==> src/shared/rail_regs_map.vh <==
`ifndef RAIL_REGS_MAP_VH
`define RAIL_REGS_MAP_VH
// register offsets on the serial interface
`define OFS_STEPDOWN_CTRL 8'h9C
`define OFS_RAIL_DISABLE 8'h9F
`define OFS_RAIL_FORCE_ON 8'hA0
// reset values (factory programmed, default here)
`define RST_STEPDOWN_CTRL 8'h00
`define RST_RAIL_DISABLE 8'h00
`define RST_RAIL_FORCE_ON 8'h00
// writable bits of the step-down control register
`define STEPDOWN_CTRL_WMASK 8'h3F
// rail disable register bits
`define BIT_SHARED_OFF_N 7
`define BIT_SWITCH_B_FIRST_OFF_N 6
`define BIT_SWITCH_A_OFF_N 5
`define BIT_TERMINATION_OFF_N 4
// override register force-on bits
`define BIT_STEPDOWN_ONE_ON 0
`define BIT_STEPDOWN_TWO_ON 1
`define BIT_STEPDOWN_THREE_ON 2
`define BIT_STEPDOWN_FOUR_ON 3
`define BIT_STEPDOWN_FIVE_ON 4
`define BIT_STEPDOWN_SIX_ON 5
`define BIT_SWITCH_A_ON 6
`define BIT_LINREG_SECOND_ON 7
// step-down control register disable bits
`define BIT_STEPDOWN_THREE_OFF_N 2
`define BIT_STEPDOWN_TWO_OFF_N 1
`define BIT_STEPDOWN_ONE_OFF_N 0
// rail indices in the enable vectors
`define RAIL_STEPDOWN_ONE 0
`define RAIL_STEPDOWN_TWO 1
`define RAIL_STEPDOWN_THREE 2
`define RAIL_STEPDOWN_FOUR 3
`define RAIL_STEPDOWN_FIVE 4
`define RAIL_STEPDOWN_SIX 5
`define RAIL_SWITCH_A 6
`define RAIL_LINREG_SECOND 7
`define RAIL_SWITCH_B_FIRST 8
`define RAIL_SWITCH_B_SECOND 9
`define RAIL_LINREG_FIRST 10
`define RAIL_TERMINATION 11
`define RAIL_COUNT 12
// serial interface byte handling
`define BITS_PER_BYTE 4'h8
`define LAST_TX_BIT 4'h7
`define BYTE_MSB 7
`define ADDR_HI 7
`define ADDR_LO 1
`define RW_BIT 0
`endif

==> src/logic/rail_enable_override_regs.v <==
// How it works
// - disable bit 7 forces shared rail off
// - factory setting picks which rail shares bits
// - disable bit 6 forces switch B first off
// - disable bit 5 forces switch A off
// - disable bit 4 forces termination regulator off
// - force-on clear: pin or power-good decides
// - override bit 7 forces linear regulator two
// - override bit 6 forces switch A on
// - override bit 5 forces step-down six on
// - override bit 4 forces step-down five on
// - override bit 3 forces step-down four on
// - override bit 2 forces step-down three on
// - override bit 1 forces step-down two on
// - override bit 0 forces step-down one on
// - separate register holds step-down one-three disables
`timescale 1ns/1ns
`default_nettype none
`include "rail_regs_map.vh"
module rail_enable_override_regs #(
  parameter [6:0] DEV_ADDR = 7'h5E, // arbitrary target address
  parameter [7:0] DISABLE_RESET = `RST_RAIL_DISABLE,
  parameter [7:0] FORCE_RESET = `RST_RAIL_FORCE_ON,
  parameter [7:0] STEPDOWN_CTRL_RESET = `RST_STEPDOWN_CTRL
) (
  // clock and reset
  input wire clk,
  input wire rst,
  // two-wire serial interface
  input wire scl,
  input wire sda_in,
  output wire sda_out,
  output wire sda_oe,
  // factory setting: 1 shares bits with linear regulator one
  input wire otp_shared_is_linreg,
  // per-rail pin or power-good requests
  input wire [`RAIL_COUNT-1:0] rail_control_inputs,
  // disable bits of step-down four to six and linear regulator two
  input wire [3:0] ext_off_n,
  // force-on bits of switch B first, shared rail, termination
  input wire [2:0] ext_force_on,
  // final rail enables
  output reg [`RAIL_COUNT-1:0] rail_enable
);

  localparam [2:0] ST_IDLE = 3'h0;
  localparam [2:0] ST_ADDR = 3'h1;
  localparam [2:0] ST_PTR = 3'h2;
  localparam [2:0] ST_WR = 3'h3;
  localparam [2:0] ST_ACK = 3'h4;
  localparam [2:0] ST_RD = 3'h5;
  localparam [2:0] ST_RACK = 3'h6;

  reg [7:0] rail_disable_group_b_r;
  reg [7:0] rail_force_on_group_a_r;
  reg [7:0] stepdown_ctrl_r;
  reg [2:0] state_r;
  reg [2:0] ret_r;
  reg [3:0] cnt_r;
  reg [7:0] sr_r;
  reg [7:0] tx_r;
  reg [7:0] ptr_r;
  reg scl_d_r;
  reg sda_d_r;
  reg host_ack_r;
  reg [7:0] rd_data;
  reg [`RAIL_COUNT-1:0] off_n;
  reg [`RAIL_COUNT-1:0] force_on;
  wire start_c;
  wire stop_c;
  wire scl_rise;
  wire scl_fall;

  // bus conditions from previous samples
  assign start_c = scl & scl_d_r & sda_d_r & ~sda_in;
  assign stop_c = scl & scl_d_r & ~sda_d_r & sda_in;
  assign scl_rise = scl & ~scl_d_r;
  assign scl_fall = ~scl & scl_d_r;

  // open-drain data: only ever pulls low
  assign sda_out = 1'b0;
  assign sda_oe = (state_r == ST_ACK) | ((state_r == ST_RD) & ~tx_r[`BYTE_MSB]);

  // read mux, unmapped offsets read zero
  always @* begin
    case (ptr_r)
      `OFS_STEPDOWN_CTRL: rd_data = stepdown_ctrl_r;
      `OFS_RAIL_DISABLE: rd_data = rail_disable_group_b_r;
      `OFS_RAIL_FORCE_ON: rd_data = rail_force_on_group_a_r;
      default: rd_data = 8'h00;
    endcase
  end

  // per-rail disable and force-on gathering
  always @* begin
    off_n = {`RAIL_COUNT{1'b1}};
    force_on = {`RAIL_COUNT{1'b0}};
    off_n[`RAIL_STEPDOWN_ONE] = stepdown_ctrl_r[`BIT_STEPDOWN_ONE_OFF_N];
    off_n[`RAIL_STEPDOWN_TWO] = stepdown_ctrl_r[`BIT_STEPDOWN_TWO_OFF_N];
    off_n[`RAIL_STEPDOWN_THREE] = stepdown_ctrl_r[`BIT_STEPDOWN_THREE_OFF_N];
    off_n[`RAIL_STEPDOWN_FOUR] = ext_off_n[0];
    off_n[`RAIL_STEPDOWN_FIVE] = ext_off_n[1];
    off_n[`RAIL_STEPDOWN_SIX] = ext_off_n[2];
    off_n[`RAIL_LINREG_SECOND] = ext_off_n[3];
    off_n[`RAIL_SWITCH_B_FIRST] = rail_disable_group_b_r[`BIT_SWITCH_B_FIRST_OFF_N];
    off_n[`RAIL_SWITCH_A] = rail_disable_group_b_r[`BIT_SWITCH_A_OFF_N];
    off_n[`RAIL_TERMINATION] = rail_disable_group_b_r[`BIT_TERMINATION_OFF_N];
    // shared bits steer one of two rails
    if (otp_shared_is_linreg) begin
      off_n[`RAIL_LINREG_FIRST] = rail_disable_group_b_r[`BIT_SHARED_OFF_N];
      force_on[`RAIL_LINREG_FIRST] = ext_force_on[1];
    end else begin
      off_n[`RAIL_SWITCH_B_SECOND] = rail_disable_group_b_r[`BIT_SHARED_OFF_N];
      force_on[`RAIL_SWITCH_B_SECOND] = ext_force_on[1];
    end
    force_on[`RAIL_STEPDOWN_ONE] = rail_force_on_group_a_r[`BIT_STEPDOWN_ONE_ON];
    force_on[`RAIL_STEPDOWN_TWO] = rail_force_on_group_a_r[`BIT_STEPDOWN_TWO_ON];
    force_on[`RAIL_STEPDOWN_THREE] = rail_force_on_group_a_r[`BIT_STEPDOWN_THREE_ON];
    force_on[`RAIL_STEPDOWN_FOUR] = rail_force_on_group_a_r[`BIT_STEPDOWN_FOUR_ON];
    force_on[`RAIL_STEPDOWN_FIVE] = rail_force_on_group_a_r[`BIT_STEPDOWN_FIVE_ON];
    force_on[`RAIL_STEPDOWN_SIX] = rail_force_on_group_a_r[`BIT_STEPDOWN_SIX_ON];
    force_on[`RAIL_SWITCH_A] = rail_force_on_group_a_r[`BIT_SWITCH_A_ON];
    force_on[`RAIL_LINREG_SECOND] = rail_force_on_group_a_r[`BIT_LINREG_SECOND_ON];
    force_on[`RAIL_SWITCH_B_FIRST] = ext_force_on[0];
    force_on[`RAIL_TERMINATION] = ext_force_on[2];
  end

  // registered final enables
  always @(posedge clk or posedge rst) begin
    if (rst) begin
      rail_enable <= {`RAIL_COUNT{1'b0}};
    end else begin
      rail_enable <= off_n & (force_on | rail_control_inputs);
    end
  end

  // serial target and register file
  always @(posedge clk or posedge rst) begin
    if (rst) begin
      rail_disable_group_b_r <= DISABLE_RESET;
      rail_force_on_group_a_r <= FORCE_RESET;
      stepdown_ctrl_r <= STEPDOWN_CTRL_RESET;
      state_r <= ST_IDLE;
      ret_r <= ST_IDLE;
      cnt_r <= 4'h0;
      sr_r <= 8'h00;
      tx_r <= 8'hFF;
      ptr_r <= 8'h00;
      scl_d_r <= 1'b1;
      sda_d_r <= 1'b1;
      host_ack_r <= 1'b0;
    end else begin
      scl_d_r <= scl;
      sda_d_r <= sda_in;
      if (start_c) begin
        state_r <= ST_ADDR;
        cnt_r <= 4'h0;
      end else if (stop_c) begin
        state_r <= ST_IDLE;
      end else begin
        case (state_r)
          ST_ADDR, ST_PTR, ST_WR: begin
            if (scl_rise) begin
              sr_r <= {sr_r[6:0], sda_in};
              cnt_r <= cnt_r + 4'h1;
            end else if (scl_fall && cnt_r == `BITS_PER_BYTE) begin
              cnt_r <= 4'h0;
              state_r <= ST_ACK;
              if (state_r == ST_ADDR) begin
                if (sr_r[`ADDR_HI:`ADDR_LO] != DEV_ADDR) begin
                  state_r <= ST_IDLE;
                end
                ret_r <= sr_r[`RW_BIT] ? ST_RD : ST_PTR;
              end else if (state_r == ST_PTR) begin
                ptr_r <= sr_r;
                ret_r <= ST_WR;
              end else begin
                // reserved low bits stored as written
                case (ptr_r)
                  `OFS_STEPDOWN_CTRL: stepdown_ctrl_r <= sr_r & `STEPDOWN_CTRL_WMASK;
                  `OFS_RAIL_DISABLE: rail_disable_group_b_r <= sr_r;
                  `OFS_RAIL_FORCE_ON: rail_force_on_group_a_r <= sr_r;
                  default: ;
                endcase
                ptr_r <= ptr_r + 8'h01;
                ret_r <= ST_WR;
              end
            end
          end
          ST_ACK: begin
            if (scl_fall) begin
              state_r <= ret_r;
              if (ret_r == ST_RD) begin
                tx_r <= rd_data;
                ptr_r <= ptr_r + 8'h01;
              end
            end
          end
          ST_RD: begin
            if (scl_fall) begin
              if (cnt_r == `LAST_TX_BIT) begin
                cnt_r <= 4'h0;
                tx_r <= 8'hFF;
                state_r <= ST_RACK;
              end else begin
                cnt_r <= cnt_r + 4'h1;
                tx_r <= {tx_r[6:0], 1'b1};
              end
            end
          end
          ST_RACK: begin
            if (scl_rise) begin
              host_ack_r <= ~sda_in;
            end else if (scl_fall) begin
              if (host_ack_r) begin
                state_r <= ST_RD;
                tx_r <= rd_data;
                ptr_r <= ptr_r + 8'h01;
              end else begin
                state_r <= ST_IDLE;
              end
            end
          end
          default: state_r <= ST_IDLE;
        endcase
      end
    end
  end

endmodule // rail_enable_override_regs
`default_nettype wire

==> config.mk <==
export PLATFORM = sky130hd
export DESIGN_NAME = rail_enable_override_regs
export DESIGN_NICKNAME = d
export VERILOG_FILES = /design/src/logic/rail_enable_override_regs.v
export VERILOG_INCLUDE_DIRS = /design/src /design/src/shared
export SDC_FILE = /design/constraint.sdc
export NUM_CORES = 1
export LEC_CHECK = 0
export BUFFER_PORTS_ARGS = -buffer_cell sky130_fd_sc_hd__buf_2
export CORE_MARGIN = 5
export CORE_UTILIZATION = 53
export CTS_CLUSTER_DIAMETER = 200
export DETAILED_ROUTE_END_ITERATION = 6
export PLACE_DENSITY_LB_ADDON = 0.25
export SLEW_MARGIN = 20
export SYNTH_ARGS = -nofsm -noshare
export SYNTH_HDL_FRONTEND = slang
export SYNTH_SLANG_ARGS = --single-unit
==> constraint.sdc <==
create_clock -name clk -period 2.2 [get_ports clk]
set_input_delay 0.44 -clock clk [delete_from_list [all_inputs] [get_ports clk]]
set_output_delay 0.44 -clock clk [all_outputs]
set_load 0.03 [all_outputs]
# Word level (Yosys, flattened, before mapping)
# Index checks and enable logic that the tools add are counted.
word_totals:
  input_bits: 24
  output_inout_bits: 14
  ff_bits: 71
  elab_cells: 128
classes:
  eq_ne: 32
  n_mux: 45
  addsub: 2
  bitwise_logic: 21
  n_reduce_logical: 15
op_table:
  columns: ["operator", "count"]
  rows:
  - ["$mux W8", 16]
  - ["$pmux W8 S3", 3]
  - ["$mux W3", 14]
  - ["$ne A4 B4 Y1 const B", 7]
  - ["$eq A8 B8 Y1 const B", 3]
  - ["$mux W4", 6]
  - ["$reduce_and A8 Y1", 3]
  - ["$ne A2 B2 Y1 const B", 9]
  - ["$and A12 B12 Y12", 1]
  - ["$eq A3 B3 Y1 const B", 4]
  - ["$or A12 B12 Y12", 1]
  - ["$pmux W3 S4", 1]
  - ["$reduce_and A4 Y1", 3]
  - ["$reduce_and A11 Y1", 1]
  - ["$not A1 Y1", 10]
  - ["$reduce_and A9 Y1", 1]
  - ["$reduce_bool A3 Y1", 3]
  - ["$add A8 B1 Y8 const B", 1]
  - ["$and A1 B1 Y1", 8]
  - ["$pmux W4 S2", 1]
  - ["$ne A7 B7 Y1 const B", 1]
  - ["$reduce_and A7 Y1", 1]
  - ["$eq A3 B2 Y1 const B", 2]
  - ["$reduce_and A5 Y1", 1]
  - ["11 further kinds", 14]

# Longest topological paths before layout
depth:
  depth_word: 8
  depth_mapped: 8
  ltp_nobuf: 7

# Least setup slack after synthesis
# No wires, ideal clock.
synth_path:
  kind: "reg2reg"
  startpoint: "reg ptr_r[0]"
  endpoint: "reg rail_disable_group_b_r[0]"
  stages_incl_launch_ff: 7
  arrival_ns: 1.651
  required_ns: 2.075
  path_buffers: 1
  synth_period_minus_slack_ns: 1.776
  setup_time_ns: 0.125
  setup_slack_ns: 0.424
  path_cell_list: "dfrtp_1 > ha_1 > and4_1 > and4bb_1 > buf_4 > nand2_4 > mux2_4"
synth_via:
  elab_chain_len: 2
synth_rtl:
  columns: ["item", "line_no", "source"]
  rows:
  - ["start: declaration", "rail_enable_override_regs.v:62", "reg [7:0] ptr_r;"]
  - ["start signal: assignment", "rail_enable_override_regs.v:175", "ptr_r <= sr_r;"]
  - ["start signal: assignment", "rail_enable_override_regs.v:185", "ptr_r <= ptr_r + 8'h01;"]
  - ["start signal: assignment", "rail_enable_override_regs.v:195", "ptr_r <= ptr_r + 8'h01;"]
  - ["$eq A8 B8 Y1", "rail_enable_override_regs.v:179", "case (ptr_r)"]
  - ["$reduce_and A8 Y1 (no source line)", null, null]
  - ["end signal: assignment", "rail_enable_override_regs.v:181", "`OFS_RAIL_DISABLE: rail_disable_group_b_r <= sr_r;"]
  - ["end: declaration", "rail_enable_override_regs.v:54", "reg [7:0] rail_disable_group_b_r;"]
# Every way passes these cells.
# A chain may end at the register's enable or synchronous reset.

# Worst setup path after layout
layout_path:
  startpoint: "reg ptr_r[0]"
  endpoint: "reg rail_disable_group_b_r[1]"
# Same word-level chain as after synthesis.

==> results.yml <==
layout:
  antenna_cells: 0
  drive_gt1_frac: 0.311
  area_growth_pct: 13.4
  finish.utilization: 0.615
  finish.net_count: 396
  fill_cells: 545
  final_area_um2: 4160
placement:
  routabilityCongestion: 0.870
  pre_cts_slack_ns: 0.126
  placed_area_um2: 3950
  port_buffers: 36
  hpwl_um: 5380
run_status:
  status: "completed"
die:
  die_area_um2: 8680
  num_io_pins: 38
  die_h_um: 93.2
  die_w_um: 93.2
  initial_core_util: 0.543
  design.core.area_um2: 6760
  num_rows: 30
timing:
  fin_setup_tns_ns: 0
  finalHoldViolations: 0
  fmaxAchievable_ghz: 0.490
  drv_slew: 0
  rsz0062_at_grt: "false"
  fin_crit_ns: 2.04
  clock_skew_ns: 0.0116
  fin_crit_sh: 0.928
  setup_viol: 0
  layout_setup_ws_ns: 0.158
clock_tree:
  worstSkewPairLatency_ns: 0.34
  cts_buffer_depth: 2
  htreeDepth: 3
  clk_pin_slew_ns: 0.08
  numCtsBuffers: 9
  cts_setup_buffers: 0
  cts_resized: 0
  holdBufCountCts: 0
  cts_sinks: 71
  cts_tree: "yes"
  clockRootBuffer: "clkbuf_8"
global_route:
  grt_antenna_before_repair: 0
  grt_pass1_wl_um: 12800
  grt_use_total: 0.190
  grt_overflow: 0
  grt_max_degree: 34
  grt_pass1_vias: 2558
worst_setup_path:
  slowest_stage: "and4bb_1"
  rrSetupSlack_ns: 0.16
  cp-end-kind: "register"
  critPathTopFamily: "simple AND/OR/NAND/NOR gates"
  worstPathArrival_ns: 2.27
  crit_fanout: 9
  worstPathCellList: "ha_1, and4_1, and4bb_1, nand2_4, mux2_4"
  path_class: "register to register"
  setup.worst_path.start_class: "register"
  critPathBufInv: 0
  cpPeakStageDelay_ns: 0.46
  required_ns: 2.43
synthesis:
  synth-main-ff-cell: "dfrtp_1"
  yosysSeqAreaShare: 0.488
  yosysTopAreaCellShare: 0.416
  synth_area_leaders: "dfrtp_1 42%, mux2_4 9.0%, dfstp_2 7.2%"
  synth.distinct_cells: 65
  ys_ff_latch: 71
  yosys_warnings: 0
  async_flop_share: 1.00
  syn_inst: 325
  syn-num-nets: 353
  synthesis.area_um2: 3670
  synth_area_leader_cell: "dfrtp_1"
  syn_avg_cell_area_um2: 11.3
  synth_edf_count: 0
power:
  sw_frac_of_total: 0.346
  p_total_mw: 3.98
  seqPwrFrac: 0.454
  vdd_ir_drop_max_mv: 0.487
  power_density_nw_per_um2: 958
  switchingPower_mw: 1.38
  combPwrFrac: 0.273
  clockPowerShare: 0.273
  cellLeakagePower_nw: 1.99
  intPower_mw: 2.60
route:
  drt-initial-drc-count: 164
  drcViolationCount: 0
  vias: 2591
  routed_wl_um: 7480
  wl_per_cell_um: 16.5
  viasPerCell: 5.72
  first_pass_iters: 4
  drtAntennaViolNets: 0
flow_run:
  drv_cap: 0
worst_hold_path:
  hp-class: "primary input to async pin"
[kinds of logic (layout without fill, tap and decap cells)]
| kind of cell | Yosys count | after routing | share of synthesized area |
|---|---|---|---|
| mux | 36 | 36 | 0.132 |
| compound gates | 88 | 88 | 0.160 |
| buf+inv | 29 | 77 | 0.0406 |
| other cells | 1 | 1 | 0.00102 |
| simple gates | 94 | 94 | 0.160 |
| flops | 71 | 71 | 0.488 |
| fa+ha+maj | 4 | 4 | 0.0137 |
| xor+xnor | 2 | 2 | 0.00478 |
[layout make-up]
class	count	area, um^2	share of cell area
multi-input cells	225	1730	0.416
clock inverters	4	53.8	0.0129
well taps	80	100	0.0241
inverters	14	56.3	0.0135
repair buffers	47	275	0.0662
flip-flops and latches	71	1790	0.430
clock buffers	12	155	0.0373
[final timing paths]
check | start | endpoint | cells after the start
max | ptr_r[0]$_DFFE_PP0P_ | rail_disable_group_b_r[1]$_DFFE_PP0P_ | 5
min reg2reg | tx_r[5]$_DFFE_PP1P_ | tx_r[5]$_DFFE_PP1P_ | 2
max reg2reg | ptr_r[0]$_DFFE_PP0P_ | rail_disable_group_b_r[1]$_DFFE_PP0P_ | 5
max in group asynchronous | rst | tx_r[5]$_DFFE_PP1P_ | 3
min | rst | rail_force_on_group_a_r[1]$_DFFE_PP0P_ | 2
min in group clk | sda_in | sda_d_r$_DFF_PP1_ | 1
[registers in the layout (all words and copies together), names as in the netlist, 4 cells and up]
register                 count
cnt_r                        4
tx_r                         8
ptr_r                        8
sr_r                         8
rail_disable_group_b_r       8
rail_force_on_group_a_r      8
rail_enable                 12
stepdown_ctrl_r              6
[per-stage QoR]
step / std cells / hold WS [ns]
floorplan: 325 / 0.442
global placement: 437 / 0.451
detailed placement: 437 / 0.457
CTS: 453 / 0.114
global route: 453 / 0.137
finish: 453 / 0.120
[synth_stat cells (6+ instances only)]
library cell / n
dfstp_2: 10
inv_1: 14
nand2b_1: 6
o21ai_1: 12
o21a_1: 12
a21oi_1: 18
mux2_4: 22
nand3_1: 10
nand2_1: 24
nor3_1: 7
nor2b_1: 6
a221oi_1: 6
o21ai_0: 12
nor2_1: 13
dfrtp_1: 61
mux2_2: 10
[power by group through the flow]
stage / clock network (mW) / logic (mW) / registers [mW]
floorplan: 0 / 0.889 / 1.74
global placement: 0 / 1.07 / 1.82
detailed placement: 0 / 1.08 / 1.83
CTS: 1.12 / 1.09 / 1.80
global route: 1.18 / 1.22 / 1.85
finish: 1.09 / 1.09 / 1.81
[cells in the final DEF (no fill, tap or decap), types with 2 or more instances in the layout]
cell type	n
a21oi_1	18
a221oi_1	6
a31oi_1	4
a32oi_1	2
and2b_1	2
and3b_1	2
buf_2	36
buf_4	10
clkbuf_8	11
clkinvlp_4	3
dfrtp_1	61
dfstp_2	10
ha_1	4
inv_1	13
mux2_2	10
mux2_4	22
mux2i_1	3
nand2_1	24
nand2_4	2
nand2b_1	6
nand3_1	10
nand3b_1	2
nand4b_1	2
nor2_1	13
nor2b_1	6
nor3_1	7
o21a_1	12
o21ai_0	12
o21ai_1	12
o22a_1	2
o22ai_1	3
o2bb2ai_1	5
o311a_1	2
o31ai_1	2
[layer usage]
metal	GRT usage	share of wire	up-vias
li1	-	-	1264
met1	0.270	0.49	1261
met2	0.289	0.45	59
met3	0.0491	0.043	7
met4	0.0513	0.011	0
met5	0	0	-
[worst reg2reg max path, cell delays in order (launching register included)]
cell      delay, ns
dfrtp_1        0.43
ha_1           0.26
and4_1         0.26
and4bb_1       0.46
nand2_4        0.20
mux2_4         0.34
No activity file was read; power rests on OpenSTA's default activity.
